File: src/include/ocs_regs.svh
`ifndef OCS_REGS_SVH
`define OCS_REGS_SVH

// Master oscillator period in clk_in cycles; must be even
`define OCS_MASTER_CLKS    2
// Start-up interval in master periods
`define OCS_START_PERIODS  500
// Code change latency = MULT * (|delta| + OFFSET) master periods
`define OCS_LAT_MULT       16
`define OCS_LAT_OFFSET     6
// Ratios at or above 2**SHORT_EXP get a one master period lead-in low
`define OCS_SHORT_EXP      3'h2
// Code bit that carries the float-when-disabled choice
`define OCS_FLOAT_POS      3

`endif

File: src/include/ocs_pkg.sv
`default_nettype none
`include "ocs_regs.svh"

package ocs_pkg;

  typedef logic [3:0] ocs_code_type;
  typedef logic [2:0] ocs_exp_type;

  typedef enum logic {
    OCS_ST_START,
    OCS_ST_RUN
  } ocs_state_type;

  // Codes 0..7 give 2**code, 8..15 give 2**(15-code)
  function automatic ocs_exp_type ocs_exp_of(input ocs_code_type code);
    return code[`OCS_FLOAT_POS] ? ~code[2:0] : code[2:0];
  endfunction : ocs_exp_of

  function automatic logic ocs_float_of(input ocs_code_type code);
    return code[`OCS_FLOAT_POS];
  endfunction : ocs_float_of

endpackage : ocs_pkg

`default_nettype wire

File: src/include/ocs_code_if.sv
`default_nettype none

interface ocs_code_if;
  import ocs_pkg::*;
  ocs_code_type code;
  logic         float_bit;
  ocs_exp_type  exp;
  logic         valid;
  logic         settled;
  modport src (output code, float_bit, exp, valid, settled);
  modport dst (input code, float_bit, exp, valid, settled);
endinterface : ocs_code_if

`default_nettype wire

File: src/design/ocs_code_filter.sv
`default_nettype none
`include "ocs_regs.svh"

module ocs_code_filter #(
  parameter int MASTER_CLKS = `OCS_MASTER_CLKS
) (
  input  wire logic                  clk_in,
  input  wire logic                  reset_n_in,
  input  wire ocs_pkg::ocs_code_type raw_code_in,
  ocs_code_if.src                    code_if
);
  import ocs_pkg::*;
  localparam int CNT_W = 12;

  ocs_code_type     cand_q, cand_d, active_q, active_d;
  logic [CNT_W-1:0] cnt_q, cnt_d, need_w;
  logic             valid_q, valid_d;

  // First code after reset is taken with a zero step
  function automatic logic [CNT_W-1:0] latency_cycles(input ocs_code_type a, input ocs_code_type b,
                                                       input logic use_delta);
    logic [CNT_W-1:0] delta;
    delta = (a > b) ? CNT_W'(a - b) : CNT_W'(b - a);
    if (!use_delta) delta = '0;
    return CNT_W'(`OCS_LAT_MULT * (delta + CNT_W'(`OCS_LAT_OFFSET)) * MASTER_CLKS);
  endfunction : latency_cycles

  always_comb begin
    need_w   = latency_cycles(cand_q, active_q, valid_q);
    cand_d   = cand_q;
    cnt_d    = cnt_q;
    active_d = active_q;
    valid_d  = valid_q;
    if (raw_code_in != cand_q) begin
      cand_d = raw_code_in;
      cnt_d  = '0;
    end else if (cnt_q < need_w) begin
      cnt_d = cnt_q + 1'b1;
      if (cnt_q == need_w - 1'b1) begin
        active_d = cand_q;
        valid_d  = 1'b1;
      end
    end
  end

  always_ff @(posedge clk_in) begin
    if (!reset_n_in) begin
      cand_q   <= '0;
      active_q <= '0;
      cnt_q    <= '0;
      valid_q  <= 1'b0;
    end else begin
      cand_q   <= cand_d;
      active_q <= active_d;
      cnt_q    <= cnt_d;
      valid_q  <= valid_d;
    end
  end

  assign code_if.code      = active_q;
  assign code_if.float_bit = ocs_float_of(active_q);
  assign code_if.exp       = ocs_exp_of(active_q);
  assign code_if.valid     = valid_q;
  assign code_if.settled   = valid_q && (cand_q == active_q) && (raw_code_in == cand_q);
endmodule : ocs_code_filter

`default_nettype wire

File: src/design/ocs_divider.sv
`default_nettype none
`include "ocs_regs.svh"

module ocs_divider #(
  parameter int MASTER_CLKS = `OCS_MASTER_CLKS
) (
  input  wire logic                 clk_in,
  input  wire logic                 reset_n_in,
  input  wire logic                 run_in,
  input  wire ocs_pkg::ocs_exp_type exp_in,
  output logic                      level_out
);
  import ocs_pkg::*;
  localparam int CNT_W = 16;

  logic [CNT_W-1:0] cnt_q, cnt_d, hi_q, hi_d;
  logic             level_q, level_d;
  ocs_exp_type      exp_q, exp_d;

  function automatic logic [CNT_W-1:0] half_cycles(input ocs_exp_type e);
    return CNT_W'((MASTER_CLKS << e) >> 1);
  endfunction : half_cycles

  always_comb begin
    level_d = level_q;
    exp_d   = exp_q;
    cnt_d   = cnt_q - 1'b1;
    hi_d    = level_q ? hi_q + 1'b1 : '0;
    if (!run_in) begin
      level_d = 1'b0;
      exp_d   = exp_in;
      // Short lead-in low for the larger ratios, half period otherwise
      cnt_d   = ((exp_in >= `OCS_SHORT_EXP) ? CNT_W'(MASTER_CLKS) : half_cycles(exp_in)) - 1'b1;
    end else if (cnt_q == '0) begin
      level_d = ~level_q;
      if (level_q) begin
        // Ratio swaps only at the end of a full period
        exp_d = exp_in;
        cnt_d = half_cycles(exp_in) - 1'b1;
      end else begin
        cnt_d = half_cycles(exp_q) - 1'b1;
      end
    end
  end

  always_ff @(posedge clk_in) begin
    if (!reset_n_in) begin
      cnt_q   <= '0;
      hi_q    <= '0;
      level_q <= 1'b0;
      exp_q   <= '0;
    end else begin
      cnt_q   <= cnt_d;
      hi_q    <= hi_d;
      level_q <= level_d;
      exp_q   <= exp_d;
    end
  end

  assign level_out = level_q;
endmodule : ocs_divider

`default_nettype wire

File: src/design/ocs_top.sv
`default_nettype none
`include "ocs_regs.svh"

// Function
// - Keep sampling the pin code after start-up to catch later changes.
// - New code takes effect after 16*(|delta|+6) master periods.
// - Accept a code only once stable; jump straight to it, no intermediate codes.
// - Settling filter confirms the code before ratio or float bit change.
// - Ratio changes switch cleanly at a period end, no sliver pulses.
// - Reset starts start-up; the pin floats for the whole interval.
// - Start-up lasts at least 500 master periods whatever the ratio.
// - Start-up stretches until the pin code is stable.
// - Enabled at start-up end: low one master period, half period below ratio 4.
// - Disabled at start-up end: drive low, or float when float bit set.
// - One code sets both the ratio and the float bit.
// - Codes 0-7 give 2**code; 8-15 give 2**(15-code) with float set.
// - Enable high passes the clock; low floats or holds low per float bit.
// - Rising enable synchronised so the first pulse has full width.
// - Falling enable cuts the output at once, truncating a high pulse.
module ocs_top #(
  parameter int MASTER_CLKS   = `OCS_MASTER_CLKS,
  parameter int START_PERIODS = `OCS_START_PERIODS
) (
  input  wire logic                  clk_in,
  input  wire logic                  reset_n_in,
  input  wire ocs_pkg::ocs_code_type divider_select_code_in,
  input  wire logic                  output_enable_in,
  output logic                       clk_pin_out,
  output logic                       clk_pin_oe_out,
  output logic                       startup_done_out,
  output ocs_pkg::ocs_code_type      active_code_out,
  output logic                       float_when_disabled_out
);
  import ocs_pkg::*;

  localparam int                START_W    = 16;
  localparam int                START_CYC  = START_PERIODS * MASTER_CLKS;
  localparam logic [START_W-1:0] START_LAST = START_W'(START_CYC);

  ocs_state_type      state_q, state_d;
  logic [START_W-1:0] start_cnt_q, start_cnt_d;
  logic               en_q, en_d;
  logic               pin_q, pin_d;
  logic               pin_oe_q, pin_oe_d;
  logic               done_q, done_d;
  ocs_code_type       code_q, code_d;
  logic               float_q, float_d;
  logic               running;
  logic               div_run;
  logic               div_level;

  ocs_code_if code_if ();

  // Settling filter runs from reset on, through start-up and after it
  ocs_code_filter #(
    .MASTER_CLKS (MASTER_CLKS)
  ) u_filter (
    .clk_in      (clk_in),
    .reset_n_in  (reset_n_in),
    .raw_code_in (divider_select_code_in),
    .code_if     (code_if)
  );

  ocs_divider #(
    .MASTER_CLKS (MASTER_CLKS)
  ) u_divider (
    .clk_in     (clk_in),
    .reset_n_in (reset_n_in),
    .run_in     (div_run),
    .exp_in     (code_if.exp),
    .level_out  (div_level)
  );

  // Start-up sequencer
  always_comb begin
    state_d     = state_q;
    start_cnt_d = start_cnt_q;
    unique case (state_q)
      OCS_ST_START: begin
        if (start_cnt_q != START_LAST) begin
          start_cnt_d = start_cnt_q + 1'b1;
        end else if (code_if.valid && code_if.settled) begin
          state_d = OCS_ST_RUN;
        end
      end
      OCS_ST_RUN: begin
        state_d = OCS_ST_RUN;
      end
    endcase
  end

  always_ff @(posedge clk_in) begin
    if (!reset_n_in) begin
      state_q     <= OCS_ST_START;
      start_cnt_q <= '0;
    end else begin
      state_q     <= state_d;
      start_cnt_q <= start_cnt_d;
    end
  end

  assign running = (state_q == OCS_ST_RUN);

  // Output pin control
  // The divider starts only a cycle after enable rises, so it always begins
  // in its low lead-in phase; the price is one extra clk of enable latency.
  always_comb begin
    en_d     = output_enable_in;
    // Using the raw enable here drops the pin on the very next edge
    div_run  = running && en_q && output_enable_in;
    pin_d    = div_run && div_level;
    // Floats through start-up, then per enable and float bit
    pin_oe_d = running && (output_enable_in || !code_if.float_bit);
    done_d   = running;
    code_d   = code_if.valid ? code_if.code : code_q;
    float_d  = code_if.valid ? code_if.float_bit : float_q;
  end

  always_ff @(posedge clk_in) begin
    if (!reset_n_in) begin
      en_q     <= 1'b0;
      pin_q    <= 1'b0;
      pin_oe_q <= 1'b0;
      done_q   <= 1'b0;
      code_q   <= '0;
      float_q  <= 1'b0;
    end else begin
      en_q     <= en_d;
      pin_q    <= pin_d;
      pin_oe_q <= pin_oe_d;
      done_q   <= done_d;
      code_q   <= code_d;
      float_q  <= float_d;
    end
  end

  assign clk_pin_out             = pin_q;
  assign clk_pin_oe_out          = pin_oe_q;
  assign startup_done_out        = done_q;
  assign active_code_out         = code_q;
  assign float_when_disabled_out = float_q;
endmodule : ocs_top

`default_nettype wire

File: config.mk
export PLATFORM = sky130hd
export DESIGN_NAME = ocs_top
export DESIGN_NICKNAME = d
export VERILOG_FILES = /design/src/include/ocs_pkg.sv /design/src/include/ocs_code_if.sv /design/src/design/ocs_code_filter.sv /design/src/design/ocs_divider.sv /design/src/design/ocs_top.sv
export VERILOG_INCLUDE_DIRS = /design/src /design/src/include
export SDC_FILE = /design/constraint.sdc
export NUM_CORES = 1
export LEC_CHECK = 0
export ABC_CLOCK_PERIOD_IN_PS = 7300
export BUFFER_PORTS_ARGS = -buffer_cell sky130_fd_sc_hd__buf_2
export CAP_MARGIN = 20
export CELL_PAD_IN_SITES_DETAIL_PLACEMENT = 0
export CELL_PAD_IN_SITES_GLOBAL_PLACEMENT = 2
export CORE_UTILIZATION = 41
export CTS_CLUSTER_SIZE = 14
export DETAILED_ROUTE_END_ITERATION = 6
export HOLD_SLACK_MARGIN = 0.05
export PLACE_DENSITY = 0.81
export SETUP_SLACK_MARGIN = 0.05
export SYNTH_ARGS = -nofsm -noshare
export SYNTH_HDL_FRONTEND = slang
export SYNTH_SLANG_ARGS = --single-unit
File: constraint.sdc
create_clock -name clk_in -period 7.3 [get_ports clk_in]
set_clock_uncertainty 0.05 [all_clocks]
set_input_delay 0 -clock clk_in [delete_from_list [all_inputs] [get_ports clk_in]]
set_output_delay 0 -clock clk_in [all_outputs]
set_load 0.02 [all_outputs]
# Word-level counts from Yosys, hierarchy flattened
# Index checks and enable logic that the tools add are counted.
[totals] ff_bits=67 inputBits=7 output_inout_bits=8 wordCells=70
[op_classes] shift=2 add_sub_neg=10 eq_ne=7 order_cmp=3 n_bitwise=5 reduce_logical=15 muxes=13
[ops] operator="$mux 16" count=4
[ops] operator="$sub 16x1->16 const B" count=4
[ops] operator="$shl 2x3->17 const A" count=2
[ops] operator="$add 16x1->16 const B" count=1
[ops] operator="$logic_not 16->1" count=1
[ops] operator="$ne 16x10->1 const B" count=1
[ops] operator="$mux 7" count=2
[ops] operator="$add 12x1->12 const B" count=1
[ops] operator="$eq 12x12->1" count=1
[ops] operator="$lt 12x12->1" count=1
[ops] operator="$mux 3" count=4
[ops] operator="$sub 12x1->12 const B" count=1
[ops] operator="$sub 4x4->5" count=2
[ops] operator="$eq 4x4->1" count=2
[ops] operator="$add 7x3->7 const B" count=1
[ops] operator="$logic_and 1x1->1" count=7
[ops] operator="$reduce_and 2->1" count=3
[ops] operator="$gt 4x4->1" count=1
[ops] operator="$ne 2x2->1 const B" count=2
[ops] operator="$ne 4x4->1" count=1
[ops] operator="$not 1->1" count=4
[ops] operator="$ge 3x2->1 const B" count=1
[ops] operator="$not 3->3" count=1
[ops] operator="$reduce_and 3->1" count=1
[ops] operator="5 further kinds" count=6

# Logic depth before layout (Yosys ltp)
# Gate-level depths: netlist of run 1.
[depth] depth_word=7 ltp_mapped=24 mapped_depth_nobuf=22

# By module
# Synthesis of run 1 repeated with hierarchy kept, for this count alone.
[hier_totals] cells_unflattened=516 area_unflattened_um2=4435.5
[by_module_without_submodules] mod="ocs_code_filter" instances=1 cells_per_inst=234 seq_area_each_um2=420.4 area_per_inst_um2=1886.8
[by_module_without_submodules] mod="ocs_divider" instances=1 cells_per_inst=156 seq_area_each_um2=400.4 area_per_inst_um2=1325.0
[by_module_without_submodules] mod="ocs_top" instances=1 cells_per_inst=126 seq_area_each_um2=520.5 area_per_inst_um2=1223.7

# Worst setup path before layout of run 1
# OpenSTA, ideal clock, no wires.
[synth_timing] path_type="register -> register" from="reg u_filter.active_q[1] (netlist: u_filter.code_if.code[1])" to="reg u_filter.cnt_q[10]" setup_slack_ps=2650 t_arrival_ps=4472 n_path_buf=2 setup_time_ps=128 period_less_slack_ps=4650 path_stages_with_launch=23 required_ps=7122 cell_sequence="dfxtp_1 > clkbuf_1 > inv_1 > ha_1 > nor2b_1 > nor4_1 > nor2_1 > mux2i_1 > inv_1 > ha_1 > inv_1 > a21oi_1 > nor2_1 > inv_1 > ha_1 > o211ai_1 > and2_1 > and3_1 > nor4b_1 > clkbuf_1 > nor3_1 > xnor2_1 > nor2_1"
[synth_between] elab_chain_len=5
[synth_lines] element="from (decl)" line_no="ocs_code_filter.sv:15" source="ocs_code_type cand_q, cand_d, active_q, active_d;"
[synth_lines] element="from (signal assigned)" line_no="ocs_code_filter.sv:54" source="active_q <= active_d;"
[synth_lines] element="$sub 4x4->5 / $gt 4x4->1 (equally long branches)" line_no="ocs_code_filter.sv:23" source="delta = (a > b) ? CNT_W'(a - b) : CNT_W'(b - a);"
[synth_lines] element="$mux 7 *" line_no="ocs_code_filter.sv:23"
[synth_lines] element="$mux 7 *" line_no="ocs_code_filter.sv:24" source="if (!use_delta) delta = '0;"
[synth_lines] element="$add 7x3->7 *" line_no="ocs_code_filter.sv:25" source="return CNT_W'(`OCS_LAT_MULT * (delta + CNT_W'(`OCS_LAT_OFFSET)) * MASTER_CLKS);"
[synth_lines] element="$lt 12x12->1 *" line_no="ocs_code_filter.sv:37" source="end else if (cnt_q < need_w) begin"
[synth_lines] element="to (signal assigned)" line_no="ocs_code_filter.sv:55" source="cnt_q <= cnt_d;"
[synth_lines] element="to (decl)" line_no="ocs_code_filter.sv:16" source="logic [CNT_W-1:0] cnt_q, cnt_d, need_w;"
# Every way passes the cells marked *; elsewhere a longest branch is shown, timed or not.
# A chain may end at the register's enable or synchronous reset.

# Worst setup path in the final report of run 1
[layout_timing] from="reg u_filter.active_q[2] (netlist: u_filter.code_if.code[2])" to="reg u_filter.active_q[0] (netlist: u_filter.code_if.code[0])"
[layout_between] elab_chain_len=7
[layout_lines] element="$sub 4x4->5 / $gt 4x4->1 (equally long branches)" line_no="ocs_code_filter.sv:23"
[layout_lines] element="$mux 7 *" line_no="ocs_code_filter.sv:23"
[layout_lines] element="$mux 7 *" line_no="ocs_code_filter.sv:24"
[layout_lines] element="$add 7x3->7 *" line_no="ocs_code_filter.sv:25"
[layout_lines] element="$sub 12x1->12" line_no="ocs_code_filter.sv:39" source="if (cnt_q == need_w - 1'b1) begin"
[layout_lines] element="$eq 12x12->1" line_no="ocs_code_filter.sv:39"
[layout_lines] element="$reduce_and 3->1 (no line) *"
# Marked as above.

==> impl_metrics.json, run 1 <==
{
  "status": "completed",
  "placementRows": 36,
  "coreArea_um2": 9860,
  "yosysSeqAreaShare_pct": 31.3,
  "vias_per_cell": 5.33,
  "max_freq_mhz": 185,
  "dieArea_um2": 10700,
  "synthTopCellsByCount": "dfxtp_1, nand2_1, nor2_1",
  "cp_data_arrival_time_ps": 5630,
  "io_buffers": 14,
  "fill_cells": 985,
  "p_leak_nw": 1.76,
  "dominantRegCellSynth": "dfxtp_1",
  "antenna_found_initial": 0,
  "synth_edf_count": 0,
  "grt_pass1_wl_mm": 15.6,
  "grt_max_degree": 57,
  "slew_viol_final": 0,
  "cts-root-buf": "clkbuf_8",
  "synth_area_per_cell_um2": 8.27,
  "worstPathMaxFanout": 15,
  "post-synth-top-count-cell": "dfxtp_1",
  "ff2ff_path_depth": 21,
  "r2r-end": "u_filter.code_if.code[0]",
  "ios": 15,
  "drt_pass1_iterations": 5,
  "gp_congestion": 0.853,
  "clkTransAtPathRegs_ps": 80,
  "drive_gt1_share_pct": 7.43,
  "drtIter0Drc": 223,
  "ys_types": 67,
  "dpl_worst_slack_ps": 1910,
  "cts.sinks": 66,
  "setup_slack_ps": 1890,
  "layout.nets": 550,
  "drt_drc_violations_left": 0,
  "worstReg2RegStart": "u_filter.code_if.code[2]",
  "placed_cell_area_um2": 4390,
  "yosysTopAreaCell": "dfxtp_1",
  "cts_max_level": 3,
  "synthArstFlopShare_pct": 0,
  "ctsResizeCount": 0,
  "pwr_density_cell_nw_per_um2": 154,
  "fin_crit_sh_pct": 74.1,
  "grt_setup_unrepaired": "false",
  "maxCapViolations": 0,
  "grt-ovfl-total": 0,
  "rrSetupSlack_ps": 1890,
  "start_util_pct": 42.8,
  "peakVddDrop_uv": 107,
  "hold_class": "input port to flip-flop",
  "grt_pass1_vias": 3219,
  "whs_path_depth": 3,
  "cp.required_ps": 7520,
  "drt_wl_total_mm": 9.42,
  "finalWorstPathRequiredPeriod_ps": 5410,
  "crit_type": "flip-flop to flip-flop",
  "critPathLaunchType": "flip-flop",
  "synth_nets": 541,
  "syn_to_final_growth_pct": 9.41,
  "setup_tns_ps": 0,
  "ys_ff_latch": 66,
  "worst_pin_slew_ps": 743,
  "fp.dieW_um": 104,
  "synth_area_leaders": "dfxtp_1, xnor2_1, ha_1",
  "netlist.area_leader.share_pct": 31.3,
  "endpoint_kind": "flip-flop",
  "ant_nets": 0,
  "n_antenna_cell": 0,
  "clockBufferDepth": 2,
  "setup_viol": 0,
  "syn_inst": 511,
  "yosys_warnings": 0,
  "hpwl_mm": 6.88,
  "slew_headroom_pct": 49.9,
  "die_height_um": 104,
  "hold_start": "reset_n_in",
  "finalHoldViolCount": 0,
  "postLayoutCellArea_um2": 4620,
  "numCtsBuffers": 9,
  "track_usage_pct": 18.3,
  "num_vias": 3509,
  "avgRoutedWirePerCell_um": 14.3,
  "clk_latency_ps": 350,
  "cts_tree": "yes",
  "min_to": "u_filter.cnt_q[3]",
  "synth_area_um2": 4230
}
-- timing repair --
action / CTS / global route
hold buffers: 5 / 0
endpoints found under the setup margin: 0 / 0
buffers inserted: 0 / 0
endpoints found under the hold margin: 6 / 0
-- stage by stage --
step	util (%)	cells	hold WS [ps]	power [W]
global placement	44.5	637	183	0.000421
detailed placement	44.5	637	186	0.000421
global route	46.9	658	225	0.000747
finish	46.9	658	198	0.000711
floorplan	-	511	60.2	0.000408
CTS	46.9	658	172	0.000725
-- cells by family (layout without fill, tap and decap cells) --
group | count (synthesis) | in the layout | synth area share, %
mux | 12 | 12 | 2.84
simple gates | 211 | 211 | 27.2
buf+inv | 50 | 64 | 4.65
fa+ha+maj | 23 | 23 | 7.16
flops | 66 | 66 | 31.3
compound gates | 101 | 101 | 16.6
xor+xnor | 48 | 48 | 10.3
-- power by group --
part	internal, W	total [W]	switching, W
Combinational	0.0000203	0.0000488	0.0000285
Sequential	0.000363	0.000366	0.00000337
Clock	0.000155	0.000296	0.000140
Total	0.000539	0.000711	0.000172
-- area by class of cell --
cell class                 instances  area (µm²)  share of cell area, %
timing repair buffer              21         135                   2.92
inverter                          27         101                   2.19
clock buffer                      10         128                   2.76
multi-input combinational        395        2720                   58.7
sequential                        66        1320                   28.6
tap                              133         166                   3.60
clock inverter                     6        57.6                   1.24
-- worst max path at each step --
| stage | startpoint | endpoint |
|---|---|---|
| after global placement | u_filter.code_if.code[1] | u_filter.code_if.code[1] |
| after detailed placement | u_filter.code_if.code[2] | u_filter.code_if.code[1] |
| after global routing | u_filter.code_if.code[3] | u_filter.code_if.code[0] |
| after floorplan | u_filter.code_if.code[1] | u_filter.cnt_q[10] |
| after CTS | u_filter.code_if.code[2] | u_filter.code_if.code[0] |
| final | u_filter.code_if.code[2] | u_filter.code_if.code[0] |
-- per-layer routing --
metal / global-route usage (%) / wire [µm]
met1: 24.7 / 4780
met2: 28.2 / 4260
met3: 4.41 / 250
met4: 6.63 / 125
met5: 0 / 0
-- cell usage in the layout (no fill, tap or decap), types with 12 or more instances in the layout --
cell | netlist | layout
dfxtp_1 | 66 | 66
and2_1 | 29 | 29
nand2_1 | 44 | 44
inv_1 | 27 | 27
xor2_1 | 13 | 13
buf_2 | 4 | 14
a21oi_1 | 20 | 20
nor2b_1 | 19 | 19
ha_1 | 21 | 21
mux2i_1 | 12 | 12
nor2_1 | 39 | 39
xnor2_1 | 34 | 34
nand3_1 | 12 | 12
o21ai_0 | 17 | 17
-- registers in the layout (all words and copies together) (netlist names) --
name                    flops
u_filter.code_if.code       4
u_divider.level_out         1
u_filter.code_if.valid      1
active_code_out             4
startup_done_out            1
u_divider.cnt_q            16
done_d                      1
u_filter.cand_q             4
u_filter.cnt_q             12
start_cnt_q                16
en_q                        1
u_divider.exp_q             3
clk_pin_out                 1
clk_pin_oe_out              1
-- critical path, stage by stage (launching register included) --
cell and delay [ps]:
dfxtp_1 620, inv_1 90, ha_1 460, o21a_1 240, o21ai_0 300, nor2_1 100, mux2i_1 370, inv_1 210
ha_1 260, inv_1 90, a21oi_1 70, nor2_1 230, inv_1 100, ha_1 290, o211ai_1 110, nand3_1 110
a2111oi_0 410, nor4b_2 90, buf_4 200, a2111oi_0 290, o2111a_1 430, mux2i_1 220
Note: power is estimated with default switching activity, not from simulation.
==> run 2: changes to the inputs <==
--- a/config.mk
+++ b/config.mk
@@ -6,16 +6,16 @@
 export SDC_FILE = /design/constraint.sdc
 export NUM_CORES = 1
 export LEC_CHECK = 0
-export ABC_CLOCK_PERIOD_IN_PS = 7300
+export ABC_CLOCK_PERIOD_IN_PS = 4700
 export BUFFER_PORTS_ARGS = -buffer_cell sky130_fd_sc_hd__buf_2
 export CAP_MARGIN = 20
 export CELL_PAD_IN_SITES_DETAIL_PLACEMENT = 0
 export CELL_PAD_IN_SITES_GLOBAL_PLACEMENT = 2
-export CORE_UTILIZATION = 41
+export CORE_UTILIZATION = 35
 export CTS_CLUSTER_SIZE = 14
 export DETAILED_ROUTE_END_ITERATION = 6
 export HOLD_SLACK_MARGIN = 0.05
-export PLACE_DENSITY = 0.81
+export PLACE_DENSITY = 0.73
 export SETUP_SLACK_MARGIN = 0.05
 export SYNTH_ARGS = -nofsm -noshare
 export SYNTH_HDL_FRONTEND = slang
==> constraint.sdc (replaced) <==
create_clock -name clk_in -period 4.7 [get_ports clk_in]
set_clock_uncertainty 0.05 [all_clocks]
set_input_delay 0 -clock clk_in [delete_from_list [all_inputs] [get_ports clk_in]]
set_output_delay 0 -clock clk_in [all_outputs]
set_load 0.02 [all_outputs]
==> impl_metrics.json, run 2 (synthesized netlist as in run 1, its figures left out) <==
{
  "status": "completed",
  "grt_pass1_vias": 3413,
  "seqPwrFrac_pct": 44.1,
  "peakVddDrop_uv": 152,
  "cp_data_arrival_time_ps": 4520,
  "grt_pass1_wl_mm": 16.5,
  "finalWorstPathRequiredPeriod_ps": 4370,
  "setup_viol": 0,
  "utilization_pct": 43.1,
  "power_switching_w": 0.000322,
  "antenna_found_initial": 0,
  "cts-root-buf": "clkbuf_16",
  "placed_cell_area_um2": 4490,
  "syn_to_final_growth_pct": 18.3,
  "postLayoutCellArea_um2": 5000,
  "min_to": "u_divider.cnt_q[4]",
  "layout.nets": 564,
  "num_vias": 3561,
  "cts.sinks": 66,
  "gp_congestion": 0.798,
  "drtIter0Drc": 230,
  "worst_pin_slew_ps": 868,
  "placementRows": 39,
  "pwr_density_cell_nw_per_um2": 258,
  "ff2ff_path_depth": 24,
  "slew_headroom_pct": 42.2,
  "hpwl_mm": 7.07,
  "critPathLaunchType": "flip-flop",
  "grt_max_degree": 58,
  "worstReg2RegStart": "u_filter.code_if.code[0]",
  "hold_start": "reset_n_in",
  "die_height_um": 112,
  "power_switching_share_pct": 25.0,
  "p_leak_nw": 1.89,
  "maxCapViolations": 0,
  "io_buffers": 14,
  "rrSetupSlack_ps": 330,
  "drt_wl_total_mm": 9.97,
  "clk_latency_ps": 330,
  "start_util_pct": 36.4,
  "r2r-end": "u_filter.cnt_q[6]",
  "final_common_cell": "dfxtp_1",
  "cts_max_level": 3,
  "dieArea_um2": 12500,
  "grt-ovfl-total": 0,
  "endpoint_kind": "flip-flop",
  "ant_nets": 0,
  "clockBufferDepth": 2,
  "finalHoldViolCount": 0,
  "ios": 15,
  "p_clk_share_pct": 48.4,
  "slew_viol_final": 0,
  "n_antenna_cell": 0,
  "setup_tns_ps": 0,
  "track_usage_pct": 16.4,
  "drt_pass1_iterations": 4,
  "numCtsBuffers": 9,
  "vias_per_cell": 5.22,
  "fill_cells": 1184,
  "coreArea_um2": 11600,
  "stdcell_count": 682,
  "reg_top3": "start_cnt_q (16), u_divider.cnt_q (16), u_filter.cnt_q (12)",
  "drive_gt1_share_pct": 15.0,
  "fin_crit_sh_pct": 93.1,
  "crit_type": "flip-flop to flip-flop",
  "hold_class": "input port to flip-flop",
  "cts_tree": "yes",
  "fp.dieW_um": 112,
  "max_freq_mhz": 229,
  "cp.required_ps": 4850,
  "power.internal_w": 0.000968,
  "whs_path_depth": 2,
  "power_frac_comb_pct": 7.4,
  "worstPathMaxFanout": 13,
  "final_cell_mix": "dfxtp_1, nand2_1, nor2_1",
  "fin_hold_ws_ps": 269,
  "clkTransAtPathRegs_ps": 60,
  "avgRoutedWirePerCell_um": 14.6,
  "dp.cells": 659,
  "drt_drc_violations_left": 0
}
[run 2: cell count changes in the layout (fill, tap and decap cells not counted), sizes merged]
cell | previous run | this run
buf | 16 | 30
bufinv | 1 | 0
clkbuf | 10 | 9
clkinvlp | 1 | 2
inv | 27 | 28
[run 2: layer usage]
layer,share of wire [%],GRT usage [%],up-vias
li1,-,-,1837
met1,50,21.8,1690
met2,47,27.0,30
met3,1.8,2.94,4
met4,0.63,5.50,0
met5,0,0,-
[run 2: through the flow]
| stage | power (W) | worst slack, ps |
|---|---|---|
| 2_1_floorplan | 0.000634 | 50.5 |
| 3_3_place_gp | 0.000662 | 141 |
| 3_5_place_dp | 0.000661 | 64.8 |
| 4_1_cts | 0.00130 | 109 |
| 5_1_grt | 0.00135 | -5.63 |
| 6_report | 0.00129 | 326 |
[run 2: power groups by stage]
stage	Sequential (W)	Clock, W	Combinational [W]
2_1_floorplan	0.000580	0	0.0000538
3_3_place_gp	0.000582	0	0.0000805
3_5_place_dp	0.000582	0	0.0000795
4_1_cts	0.000569	0.000647	0.0000832
5_1_grt	0.000570	0.000674	0.000105
6_report	0.000570	0.000625	0.0000956
[run 2: cell type report]
cell class | count | area [µm²] | share of cell area, %
clock inverters | 7 | 55.1 | 1.10
clock buffers | 9 | 225 | 4.50
well taps | 143 | 179 | 3.58
inverters | 27 | 104 | 2.08
multi-input cells | 395 | 2870 | 57.4
flip-flops and latches | 66 | 1330 | 26.6
repair buffers | 35 | 240 | 4.80
[run 2: worst max-delay path by stage]
| stage | cells after the start | to | start | slack (ps) |
|---|---|---|---|---|
| 5_1_grt | 22 | u_filter.code_if.code[2] | u_filter.code_if.code[0] | -6 |
| 2_1_floorplan | 22 | u_filter.cnt_q[5] | u_filter.code_if.code[1] | 50 |
| 3_5_place_dp | 21 | u_filter.code_if.code[2] | u_filter.cand_q[0] | 60 |
| 3_3_place_gp | 21 | u_filter.code_if.code[0] | u_filter.cand_q[0] | 140 |
| 6_report | 24 | u_filter.cnt_q[6] | u_filter.code_if.code[0] | 330 |
| 4_1_cts | 21 | u_filter.code_if.code[2] | u_filter.cand_q[0] | 110 |
[run 2: what timing repair did]
| action | in CTS | in global routing |
|---|---|---|
| gates resized for setup | 1 | 38 |
| hold buffers | 5 | 0 |
| pin swaps | 0 | 12 |
| hold endpoints to repair | 6 | 0 |
| setup buffers | 0 | 2 |
| setup endpoints to repair | 1 | 15 |
[run 2: worst max-delay path: stages (launching register included)]
cell and delay [ps]:
dfxtp_4 370, inv_4 60, ha_4 130, inv_2 40, fa_2 400, nand2b_1 120
a2bb2oi_2 140, o211ai_1 150, xor2_1 280, nand2_2 140, ha_4 200, inv_2 60
a21oi_2 50, nor2_2 150, inv_1 80, ha_1 300, o211ai_1 110, nand3_1 160
a2111oi_4 310, nor4b_2 110, buf_4 140, buf_4 170, nor4_1 320, xnor2_1 160
nor2_1 50
